===== src/tw_params.svh =====
// Constants of the two-wire data buffer and slave address block.
// Assumes a 32-bit APB with byte addresses and one word per register.
`ifndef TW_PARAMS_SVH
`define TW_PARAMS_SVH
// Byte offsets of the register words.
`define TW_OFS_DATA 8'h00
`define TW_OFS_MODE 8'h04
`define TW_OFS_CTRL 8'h08
`define TW_OFS_STAT 8'h0C
`define TW_OFS_IRQ 8'h10
`define TW_OFS_MASK 8'h14
// Control bits.
`define TW_CTL_ICE 0
`define TW_CTL_TRS 1
// Mode register fields.
`define TW_MODE_MLS 7
`define TW_MODE_BC_HI 2
// Interrupt bits; the status register shares only bits 0 and 1.
`define TW_EV_TXE 0
`define TW_EV_RXF 1
`define TW_EV_ADR 2
`define TW_EV_STP 3
// Reset values.
`define TW_RST_BYTE 8'h00
`define TW_RST_CTRL 2'h0
`define TW_RST_EV 4'h0
// Format select codes, primary bit then second bit.
`define TW_FMT_BOTH 2'b00
`define TW_FMT_PRIM 2'b01
`define TW_FMT_SEC 2'b10
`define TW_FMT_SYNC 2'b11
// Data bits in a frame when the bit count field is zero.
`define TW_FULL_BITS 4'h8
`endif


===== src/tw_pkg.sv =====
// Types of the two-wire data buffer and slave address block.
// Assumes tw_params.svh is on the include path.
package tw_pkg;
   typedef enum logic [2:0]
   {
      TW_IDLE = 3'b001,
      TW_ADDR = 3'b010,
      TW_DATA = 3'b100
   } tw_state_t;
endpackage


===== src/tw_link_if.sv =====
// Bus events passed from the pin front end to the data buffer core.
// Assumes both ends run on the same clock.
`timescale 1ns/1ps
interface tw_link_if;
   logic sclRise;
   logic sclFall;
   logic startDet;
   logic stopDet;
   logic sdaLvl;
   modport front
   (
      output sclRise, sclFall, startDet, stopDet, sdaLvl
   );
   modport core
   (
      input sclRise, sclFall, startDet, stopDet, sdaLvl
   );
endinterface


===== src/tw_link_front.sv =====
// Pin synchroniser and edge, start and stop detector for the serial bus.
// Assumes the serial clock is far slower than clk.
`timescale 1ns/1ps
module tw_link_front
   import tw_pkg::*;
(
   // Clock and reset.
   input wire logic clk,
   input wire logic sys_rst,
   // Bus pins.
   input wire logic sclPin,
   input wire logic sdaPin,
   // Events to the core.
   tw_link_if.front lnk
);
   logic [2:0] scl_ff;
   logic [2:0] sda_ff;
   logic [2:0] nxt_scl;
   logic [2:0] nxt_sda;

   ////////////////////////////////////////////////////////////////////////
   // Bit 0 is only read by bit 1; edges use bits 1 and 2.
   always_comb
   begin
      nxt_scl = {scl_ff[1:0], sclPin};
      nxt_sda = {sda_ff[1:0], sdaPin};
   end

   always_ff @(posedge clk or posedge sys_rst)
   begin
      if (sys_rst)
      begin
         scl_ff <= 3'h7;
         sda_ff <= 3'h7;
      end
      else
      begin
         scl_ff <= nxt_scl;
         sda_ff <= nxt_sda;
      end
   end

   ////////////////////////////////////////////////////////////////////////
   assign lnk.sclRise = scl_ff[1] & ~scl_ff[2];
   assign lnk.sclFall = ~scl_ff[1] & scl_ff[2];
   assign lnk.startDet = scl_ff[1] & scl_ff[2] & ~sda_ff[1] & sda_ff[2];
   assign lnk.stopDet = scl_ff[1] & scl_ff[2] & sda_ff[1] & ~sda_ff[2];
   assign lnk.sdaLvl = sda_ff[1];
endmodule


===== src/tw_data_buf.sv =====
// Top of the two-wire data buffer with slave address match and APB.
// Assumes an APB master on clk and open-drain pins resolved outside.
`timescale 1ns/1ps
`include "tw_params.svh"
module tw_data_buf
   import tw_pkg::*;
#(
   parameter int FRAME_BITS = 8
)
(
   // Clock and reset.
   input wire logic clk,
   input wire logic sys_rst,
   // APB slave.
   input wire logic [7:0] paddr,
   input wire logic psel,
   input wire logic penable,
   input wire logic pwrite,
   input wire logic [31:0] pwdata,
   output logic [31:0] prdata,
   output logic pready,
   output logic pslverr,
   // Serial bus pins.
   input wire logic sclPin,
   input wire logic sdaPin,
   output logic sdaOut,
   output logic sdaOe,
   // Interrupt.
   output logic irq
);
   if (FRAME_BITS != 8)
   begin : gChk
      $error("FRAME_BITS must be 8");
   end

   function automatic logic [7:0] shiftIn(logic [7:0] v, logic b,
                                          logic lsbFirst);
      shiftIn = lsbFirst ? {b, v[7:1]} : {v[6:0], b};
   endfunction

   function automatic logic addrHit(logic [6:0] a, logic [7:0] p,
                                    logic [7:0] s);
      logic hp;
      logic hs;
      hp = a == p[7:1];
      hs = a == s[7:1];
      case ({p[0], s[0]})
         `TW_FMT_BOTH: addrHit = hp | hs;
         `TW_FMT_PRIM: addrHit = hp;
         `TW_FMT_SEC: addrHit = hs;
         default: addrHit = 1'b0;
      endcase
   endfunction

   tw_link_if lnk();

   tw_link_front tw_link_front_inst
   (
      .clk(clk),
      .sys_rst(sys_rst),
      .sclPin(sclPin),
      .sdaPin(sdaPin),
      .lnk(lnk)
   );

   ////////////////////////////////////////////////////////////////////////
   // Register side.
   logic [1:0] ctrl_ff, nxt_ctrl;
   logic [7:0] mode_ff, nxt_mode;
   logic [7:0] sar_ff, nxt_sar;
   logic [7:0] second_slave_address_ff, nxt_second_slave_address;
   logic [7:0] txBuf_ff, nxt_txBuf;
   logic [3:0] mask_ff, nxt_mask;
   logic [31:0] prdata_ff, nxt_prdata;
   logic pready_ff, nxt_pready;
   logic pslverr_ff, nxt_pslverr;
   // Link side.
   tw_state_t state_ff, nxt_state;
   logic [7:0] shift_ff, nxt_shift;
   logic [7:0] rxBuf_ff, nxt_rxBuf;
   logic [3:0] bitCnt_ff, nxt_bitCnt;
   logic txEmpty_ff, nxt_txEmpty;
   logic rxFull_ff, nxt_rxFull;
   logic startSeen_ff, nxt_startSeen;
   logic trsPrev_ff, nxt_trsPrev;
   logic [3:0] sts_ff, nxt_sts;
   logic irq_ff, nxt_irq;
   logic sdaOe_ff, nxt_sdaOe;
   logic frameDone, txLoad, rxLoad, txSet, txClr;
   logic [3:0] frameLen;
   logic [7:0] shifted;

   logic acc, wr, rd, iface_enable, transmit_mode_select, bit_order_select, syncFmt, trsRise;
   logic txWrite, rxRead, irqWrite;

   assign acc = psel & penable & pready_ff;
   assign wr = acc & pwrite;
   assign rd = acc & ~pwrite;
   assign iface_enable = ctrl_ff[`TW_CTL_ICE];
   assign transmit_mode_select = ctrl_ff[`TW_CTL_TRS];
   assign bit_order_select = mode_ff[`TW_MODE_MLS];
   assign syncFmt = {sar_ff[0], second_slave_address_ff[0]} == `TW_FMT_SYNC;
   assign trsRise = transmit_mode_select & ~trsPrev_ff;
   assign txWrite = wr & iface_enable & paddr == `TW_OFS_DATA;
   assign rxRead = rd & iface_enable & ~transmit_mode_select & paddr == `TW_OFS_DATA;
   assign irqWrite = wr & paddr == `TW_OFS_IRQ;

   ////////////////////////////////////////////////////////////////////////
   // APB: one wait state, answer registered in the access phase.
   always_comb
   begin
      nxt_ctrl = ctrl_ff;
      nxt_mode = mode_ff;
      nxt_sar = sar_ff;
      nxt_second_slave_address = second_slave_address_ff;
      nxt_txBuf = txBuf_ff;
      nxt_mask = mask_ff;
      nxt_prdata = prdata_ff;
      nxt_pslverr = pslverr_ff;
      nxt_pready = psel & penable & ~pready_ff;
      if (psel & penable & ~pready_ff)
      begin
         nxt_pslverr = 1'b0;
         nxt_prdata = 32'h0000_0000;
         case (paddr)
            // The enable picks one register of each pair.
            `TW_OFS_DATA: nxt_prdata[7:0] = iface_enable ? rxBuf_ff : second_slave_address_ff;
            `TW_OFS_MODE: nxt_prdata[7:0] = iface_enable ? mode_ff : sar_ff;
            `TW_OFS_CTRL: nxt_prdata[1:0] = ctrl_ff;
            `TW_OFS_STAT:
               nxt_prdata[3:0] = {state_ff == TW_DATA, startSeen_ff,
                                  rxFull_ff, txEmpty_ff};
            `TW_OFS_IRQ: nxt_prdata[3:0] = sts_ff;
            `TW_OFS_MASK: nxt_prdata[3:0] = mask_ff;
            default: nxt_pslverr = 1'b1;
         endcase
      end
      if (wr)
      begin
         case (paddr)
            `TW_OFS_DATA:
               if (iface_enable)
                  nxt_txBuf = pwdata[7:0];
               else
                  nxt_second_slave_address = pwdata[7:0];
            `TW_OFS_MODE:
               if (iface_enable)
                  nxt_mode = pwdata[7:0];
               else
                  nxt_sar = pwdata[7:0];
            `TW_OFS_CTRL: nxt_ctrl = pwdata[1:0];
            `TW_OFS_MASK: nxt_mask = pwdata[3:0];
            default: nxt_ctrl = ctrl_ff;
         endcase
      end
   end

   // The data buffer is cleared only so simulation stays free of unknowns;
   // software must not count on it.
   always_ff @(posedge clk or posedge sys_rst)
   begin
      if (sys_rst)
      begin
         ctrl_ff <= `TW_RST_CTRL;
         mode_ff <= `TW_RST_BYTE;
         sar_ff <= `TW_RST_BYTE;
         second_slave_address_ff <= `TW_RST_BYTE;
         txBuf_ff <= `TW_RST_BYTE;
         mask_ff <= `TW_RST_EV;
         prdata_ff <= 32'h0000_0000;
         pready_ff <= 1'b0;
         pslverr_ff <= 1'b0;
      end
      else
      begin
         ctrl_ff <= nxt_ctrl;
         mode_ff <= nxt_mode;
         sar_ff <= nxt_sar;
         second_slave_address_ff <= nxt_second_slave_address;
         txBuf_ff <= nxt_txBuf;
         mask_ff <= nxt_mask;
         prdata_ff <= nxt_prdata;
         pready_ff <= nxt_pready;
         pslverr_ff <= nxt_pslverr;
      end
   end

   ////////////////////////////////////////////////////////////////////////
   // Link side. The acknowledge bit is not handled here; frames are data
   // bits only, so the shift register wraps straight into the next frame.
   always_comb
   begin
      nxt_state = state_ff;
      nxt_shift = shift_ff;
      nxt_rxBuf = rxBuf_ff;
      nxt_bitCnt = bitCnt_ff;
      nxt_startSeen = startSeen_ff;
      nxt_trsPrev = transmit_mode_select;
      nxt_sdaOe = sdaOe_ff;
      frameDone = 1'b0;
      txLoad = 1'b0;
      rxLoad = 1'b0;
      frameLen = mode_ff[`TW_MODE_BC_HI:0] == 3'h0 ? `TW_FULL_BITS :
                 {1'b0, mode_ff[`TW_MODE_BC_HI:0]};
      shifted = shiftIn(shift_ff, lnk.sdaLvl, bit_order_select);
      case (state_ff)
         TW_IDLE: nxt_bitCnt = 4'h0;
         TW_ADDR, TW_DATA:
            if (lnk.sclRise)
            begin
               nxt_shift = shifted;
               nxt_bitCnt = bitCnt_ff + 4'h1;
               if (bitCnt_ff + 4'h1 == frameLen)
               begin
                  frameDone = 1'b1;
                  nxt_bitCnt = 4'h0;
                  nxt_state = TW_DATA;
               end
            end
         default: nxt_state = TW_IDLE;
      endcase
      // SDA may move only while SCL is low, or a false start or stop shows.
      if (state_ff == TW_IDLE || !transmit_mode_select)
         nxt_sdaOe = 1'b0;
      else if (lnk.sclFall)
         nxt_sdaOe = ~(bit_order_select ? shift_ff[0] : shift_ff[7]);
      if (frameDone && transmit_mode_select && !txEmpty_ff)
      begin
         txLoad = 1'b1;
         nxt_shift = txBuf_ff;
      end
      if (frameDone && !transmit_mode_select && !rxFull_ff)
      begin
         rxLoad = 1'b1;
         nxt_rxBuf = shifted;
      end
      if (lnk.startDet)
      begin
         nxt_state = syncFmt ? TW_DATA : TW_ADDR;
         nxt_bitCnt = 4'h0;
         nxt_startSeen = 1'b1;
      end
      else if (lnk.stopDet)
      begin
         nxt_state = TW_IDLE;
         nxt_startSeen = 1'b0;
      end
      if (!iface_enable)
      begin
         nxt_state = TW_IDLE;
         nxt_startSeen = 1'b0;
      end
      // A set in the same cycle as a clear wins.
      txSet = (lnk.startDet & transmit_mode_select) | (trsRise & syncFmt) | txLoad |
              (trsRise & startSeen_ff);
      txClr = (txWrite & transmit_mode_select) | lnk.stopDet | ~transmit_mode_select;
      nxt_txEmpty = txSet | (txEmpty_ff & ~txClr);
      nxt_rxFull = rxLoad | (rxFull_ff & ~rxRead);
      // Events are sticky; writing a one clears, a new event wins.
      nxt_sts = sts_ff & ~(irqWrite ? pwdata[3:0] : 4'h0);
      nxt_sts[`TW_EV_TXE] = nxt_sts[`TW_EV_TXE] | (txSet & ~txEmpty_ff);
      nxt_sts[`TW_EV_RXF] = nxt_sts[`TW_EV_RXF] | rxLoad;
      nxt_sts[`TW_EV_ADR] = nxt_sts[`TW_EV_ADR] |
         (frameDone & state_ff == TW_ADDR & !syncFmt &
          addrHit(shifted[7:1], sar_ff, second_slave_address_ff));
      nxt_sts[`TW_EV_STP] = nxt_sts[`TW_EV_STP] | lnk.stopDet;
      nxt_irq = |(nxt_sts & mask_ff);
   end

   always_ff @(posedge clk or posedge sys_rst)
   begin
      if (sys_rst)
      begin
         state_ff <= TW_IDLE;
         shift_ff <= `TW_RST_BYTE;
         rxBuf_ff <= `TW_RST_BYTE;
         bitCnt_ff <= 4'h0;
         txEmpty_ff <= 1'b0;
         rxFull_ff <= 1'b0;
         startSeen_ff <= 1'b0;
         trsPrev_ff <= 1'b0;
         sts_ff <= `TW_RST_EV;
         irq_ff <= 1'b0;
         sdaOe_ff <= 1'b0;
      end
      else
      begin
         state_ff <= nxt_state;
         shift_ff <= nxt_shift;
         rxBuf_ff <= nxt_rxBuf;
         bitCnt_ff <= nxt_bitCnt;
         txEmpty_ff <= nxt_txEmpty;
         rxFull_ff <= nxt_rxFull;
         startSeen_ff <= nxt_startSeen;
         trsPrev_ff <= nxt_trsPrev;
         sts_ff <= nxt_sts;
         irq_ff <= nxt_irq;
         sdaOe_ff <= nxt_sdaOe;
      end
   end

   assign prdata = prdata_ff;
   assign pready = pready_ff;
   assign pslverr = pslverr_ff;
   assign irq = irq_ff;
   assign sdaOe = sdaOe_ff;
   // The pin is open drain: it is only ever pulled low.
   assign sdaOut = 1'b0;
endmodule


===== config.mk =====
export PLATFORM = sky130hd
export DESIGN_NAME = tw_data_buf
export DESIGN_NICKNAME = d
export VERILOG_FILES = /design/src/tw_pkg.sv /design/src/tw_link_if.sv /design/src/tw_link_front.sv /design/src/tw_data_buf.sv
export VERILOG_INCLUDE_DIRS = /design/src
export SDC_FILE = /design/constraint.sdc
export NUM_CORES = 1
export LEC_CHECK = 0
export BUFFER_PORTS_ARGS = -buffer_cell sky130_fd_sc_hd__buf_2
export CAP_MARGIN = 25
export CORE_AREA = 4 4 141 143
export DETAILED_ROUTE_END_ITERATION = 8
export DIE_AREA = 0 0 145 147
export PLACE_DENSITY = 0.53
export SETUP_SLACK_MARGIN = 0.5
export SLEW_MARGIN = 10
export SYNTH_ARGS = -nofsm -noshare
export SYNTH_HDL_FRONTEND = slang
export SYNTH_SLANG_ARGS = --single-unit

===== constraint.sdc =====
create_clock -name clk -period 2.9 [get_ports clk]
set_input_delay 0.29 -clock clk [delete_from_list [all_inputs] [get_ports clk]]
set_output_delay 0.29 -clock clk [all_outputs]
set_load 0.05 [all_outputs]

==> metrics list <==
- The later pin in the worst-skew pair is clocked with a latency of 340 ps.
* Via count: 3254
- Buffers added to address setup during post-CTS repair amount to 0.
* Timing-limited maximum frequency: 0.436 GHz
* Multi-input logic area: 2210 um^2
* Antenna-violating nets left: 0
* Starting density of the core: 24.6%
- The finished cells cover 5350 um^2.
- Max-cap violations in this run came to 0.
- Total negative slack: 0 ps
- By area the synthesized netlist is led by sky130_fd_sc_hd__dfrtp_1, sky130_fd_sc_hd__mux2_2, sky130_fd_sc_hd__mux2i_1, sky130_fd_sc_hd__buf_4, sky130_fd_sc_hd__dfstp_2.
* Number of distinct standard cells referenced by the synthesized netlist: 61
- Worst-path clk slew: 60 ps
* Synthesized area divided by synthesized cell count: 11.1 um^2
- Count of state elements after synthesis: 87
* Initial antenna violation count: 0
- Number of enable-type register cells in the synthesized netlist: 0
* Critical Path End Type: register
* CP Data Required Time: 3120 ps
- Worst Hold Depth: 1
- Area of the core region: 18600 um^2
* Overall Global Routing Usage: 10.5%
- R2R Setup Slk: 610 ps
- The longest clock path from root to sink contains 2 buffers.
* Critical path type: reg2reg
- The total overflow left after global routing is 0.
- Pin count of the biggest net entering global routing: 42
* Slowest stage delay, CP: 460 ps
* Async S/R FF share, synth: 100%
* Number of search-and-repair iterations in the first detailed-routing pass: 5
- After detailed placement, the total cell area comes to 4990 um^2.
- Dividing the detail-routed via count by the number of cells gives 4.66.
* Via count of the first global-routing pass: 3267
* FF+latch area: 2190 um^2
- In this run the tool buffered the top-level ports with 34 buffer cells.
- The worst setup path is launched from a register.
* Num CTS Buffers: 9
- Area share of the largest cell type after synthesis: 43.7%
- Fraction of layout instances using a drive strength above 1: 27.3%
* Total wire length: 11.1 mm
- From synthesis to final layout, the design area changed by 16.9%.
* Hold-critical path endpoint: tw_link_front_inst.scl_ff[0]
- Chip Height: 147 um
* Worst Hold Launch: sclPin
- Post-Synthesis Cell Area: 4580 um^2
* Post-route setup slack: 607 ps
* GPL Wtd Cong: 0.842
* Pre-CTS setup slack: 532 ps
- Measured along the x axis, the die boundary spans 145 um.
- Net count, final: 508
* Clock tree from TritonCTS: built
- In the routed design, unresolved DRC markers number 0.
- Final max-slew violation count: 0
- Final worst path period need: 2290 ps
* Worst ir drop on vdd: 0.000288 V
* Largest delay share family, worst path: compound AO/OA/AOI/OAI gates
* Data arrival time of the critical path: 2520 ps
- H-Tree Depth: 3
* Synthesized instance count: 412
- Total buffers and inverters traversed by the critical path: 1
* CTS root buffer: sky130_fd_sc_hd__clkbuf_16
- HPWL after DPL: 8.43 mm
- Top flip-flop cell by instance count after synthesis: sky130_fd_sc_hd__dfrtp_1
* Worst Max-Slew Pin Slew: 595 ps
- In this run the critical register-to-register path is launched from mode_ff[0].
- During synthesis, Yosys emitted a total of 0 warnings.
* Post-synthesis cell type with the largest combined area: sky130_fd_sc_hd__dfrtp_1
- The worst pin sits at a relative slew slack of 60.2%.
- Most numerous cell types in the synthesized netlist: sky130_fd_sc_hd__dfrtp_1, sky130_fd_sc_hd__nand2_1, sky130_fd_sc_hd__mux2_2, sky130_fd_sc_hd__mux2i_1, sky130_fd_sc_hd__buf_4
* Wire length of the first global-routing pass: 18.1 mm
- Ant diodes: 0
- Final-report setup violation count: 0
* Leading cell type by number of instances after synthesis: sky130_fd_sc_hd__dfrtp_1
- I/O pin total: 84
* DRT iter0 DRCs: 257
- The analysis attributes to cell leakage a power of 2.36 nW.
- Worst Skew: 6.19 ps
* Cells on worst reg2reg path: 6
- After layout, the worst path uses 79.1% of the clock period.
* Filler Cell Count: 1888
- Along the worst path, the maximum fanout reaches 13.
- Register area share after synthesis: 47.7%
- Routed WL per cell: 15.8 um
- The floorplan step defined a die boundary enclosing 21300 um^2.
- Power per cell area: 516 nW/um^2
* Worst hold-check path type: in2reg
- Clock Sink Count: 87
* Critical register-to-register path endpoint: shift_ff[1]
- Row generation in the floorplan step produced 50 rows.
- Walking the worst path, the cells encountered are o31a_1 -> or3_4 -> a2111oi_4 -> buf_4 -> o21ai_1 -> mux2_2.
- The flow ran to the end, and the final reports show no timing, DRC or antenna violations.
- The count of final hold-check violations is 0.
* Cell with the largest stage delay on the worst path: sky130_fd_sc_hd__dfrtp_1
* Setup repair after global routing missed its margin: false
==> per-layer routing <==
| layer | GRT usage, % | share of wire [%] | up-vias |
|---|---|---|---|
| met1 | 13.6 | 45 | 1628 |
| met4 | 3.42 | 1.7 | 0 |
| met5 | 0 | 0 | - |
| li1 | - | - | 1545 |
| met2 | 18.0 | 50 | 66 |
| met3 | 1.91 | 3.2 | 15 |
==> cell usage in the layout, fill, tap and decap left out, types with 5 or more instances in the layout <==
master                      synthesis  routed
sky130_fd_sc_hd__dfrtp_1           80      80
sky130_fd_sc_hd__nand2_1           37      37
sky130_fd_sc_hd__buf_2              1      34
sky130_fd_sc_hd__mux2_2            30      30
sky130_fd_sc_hd__mux2i_1           27      26
sky130_fd_sc_hd__conb_1             1      25
sky130_fd_sc_hd__o21ai_0           23      23
sky130_fd_sc_hd__nor2_1            20      20
sky130_fd_sc_hd__a21oi_1           15      15
sky130_fd_sc_hd__buf_4             25      15
sky130_fd_sc_hd__xor2_1            14      14
sky130_fd_sc_hd__clkbuf_16          0       9
sky130_fd_sc_hd__mux2_4             8       8
sky130_fd_sc_hd__dfstp_2            7       7
sky130_fd_sc_hd__inv_1              7       6
sky130_fd_sc_hd__nand3_1            6       6
sky130_fd_sc_hd__a31oi_1            6       6
sky130_fd_sc_hd__nor3_1             6       6
sky130_fd_sc_hd__nand4_1            5       5
sky130_fd_sc_hd__o21ai_1            5       5
sky130_fd_sc_hd__xnor2_1            5       5
==> power breakdown <==
group / total (mW) / internal, mW / leakage (nW) / switching [mW]
sequential: 1.25 / 1.24 / 1.14 / 0.0142
clock: 1.23 / 0.757 / 0.154 / 0.470
combinational: 0.277 / 0.0558 / 1.06 / 0.221
==> worst max path at each step <==
stage | start | end | slack, ps | depth (start not counted)
2_1_floorplan | mode_ff[0] | shift_ff[1] | 770 | 6
6_report | mode_ff[0] | shift_ff[1] | 610 | 6
5_1_grt | mode_ff[7] | irq | 510 | 6
4_1_cts | mode_ff[7] | irq | 560 | 6
3_5_place_dp | paddr[5] | sar_ff[7] | 530 | 6
3_3_place_gp | mode_ff[7] | irq | 570 | 6
==> logic make-up (layout without fill, tap and decap cells) <==
kind of cell | after synthesis | after routing | synth area share [%]
simple gates | 109 | 109 | 13.2
flops | 87 | 87 | 47.7
compound gates | 78 | 78 | 11.0
mux | 70 | 70 | 17.4
buf+inv | 46 | 75 | 6.18
xor+xnor | 20 | 20 | 4.13
fa+ha+maj | 1 | 1 | 0.273
other cells | 1 | 25 | 0.0819
==> through the flow <==
step | hold WS (ps) | std cells | power [mW] | utilization [%]
5_1_grt | 50.3 | 699 | 2.87 | 28.8
4_1_cts | 48.8 | 697 | 2.79 | 28.6
2_1_floorplan | 294 | 436 | 1.50 | -
6_report | 57.0 | 699 | 2.76 | 28.8
3_5_place_dp | 349 | 681 | 1.55 | 26.9
3_3_place_gp | 347 | 681 | 1.55 | 26.9
==> cell type report <==
type	count	share of cell area (%)
well taps	234	5.47
inverters	8	0.631
multi-input cells	303	41.3
clock inverters	5	1.54
repair buffers	51	5.85
flip-flops and latches	87	40.9
clock buffers	11	4.35
==> sequential cells by signal (all words and copies together) (netlist names), 2 cells and up <==
register,cells
tw_link_front_inst.scl_ff,3
mode_ff,8
bitCnt_ff,4
state_ff,3
second_slave_address_ff,8
sar_ff,8
sts_ff,4
tw_link_front_inst.sda_ff,3
rxBuf_ff,8
ctrl_ff,2
shift_ff,8
txBuf_ff,8
mask_ff,4
prdata,8
==> repair_timing <==
item | CTS | global route
resized for setup | 0 | 2
endpoints found under the setup margin | 0 | 2
hold buffers | 0 | 1
hold endpoints to repair | 0 | 1
(Power assumes the default switching activity.)
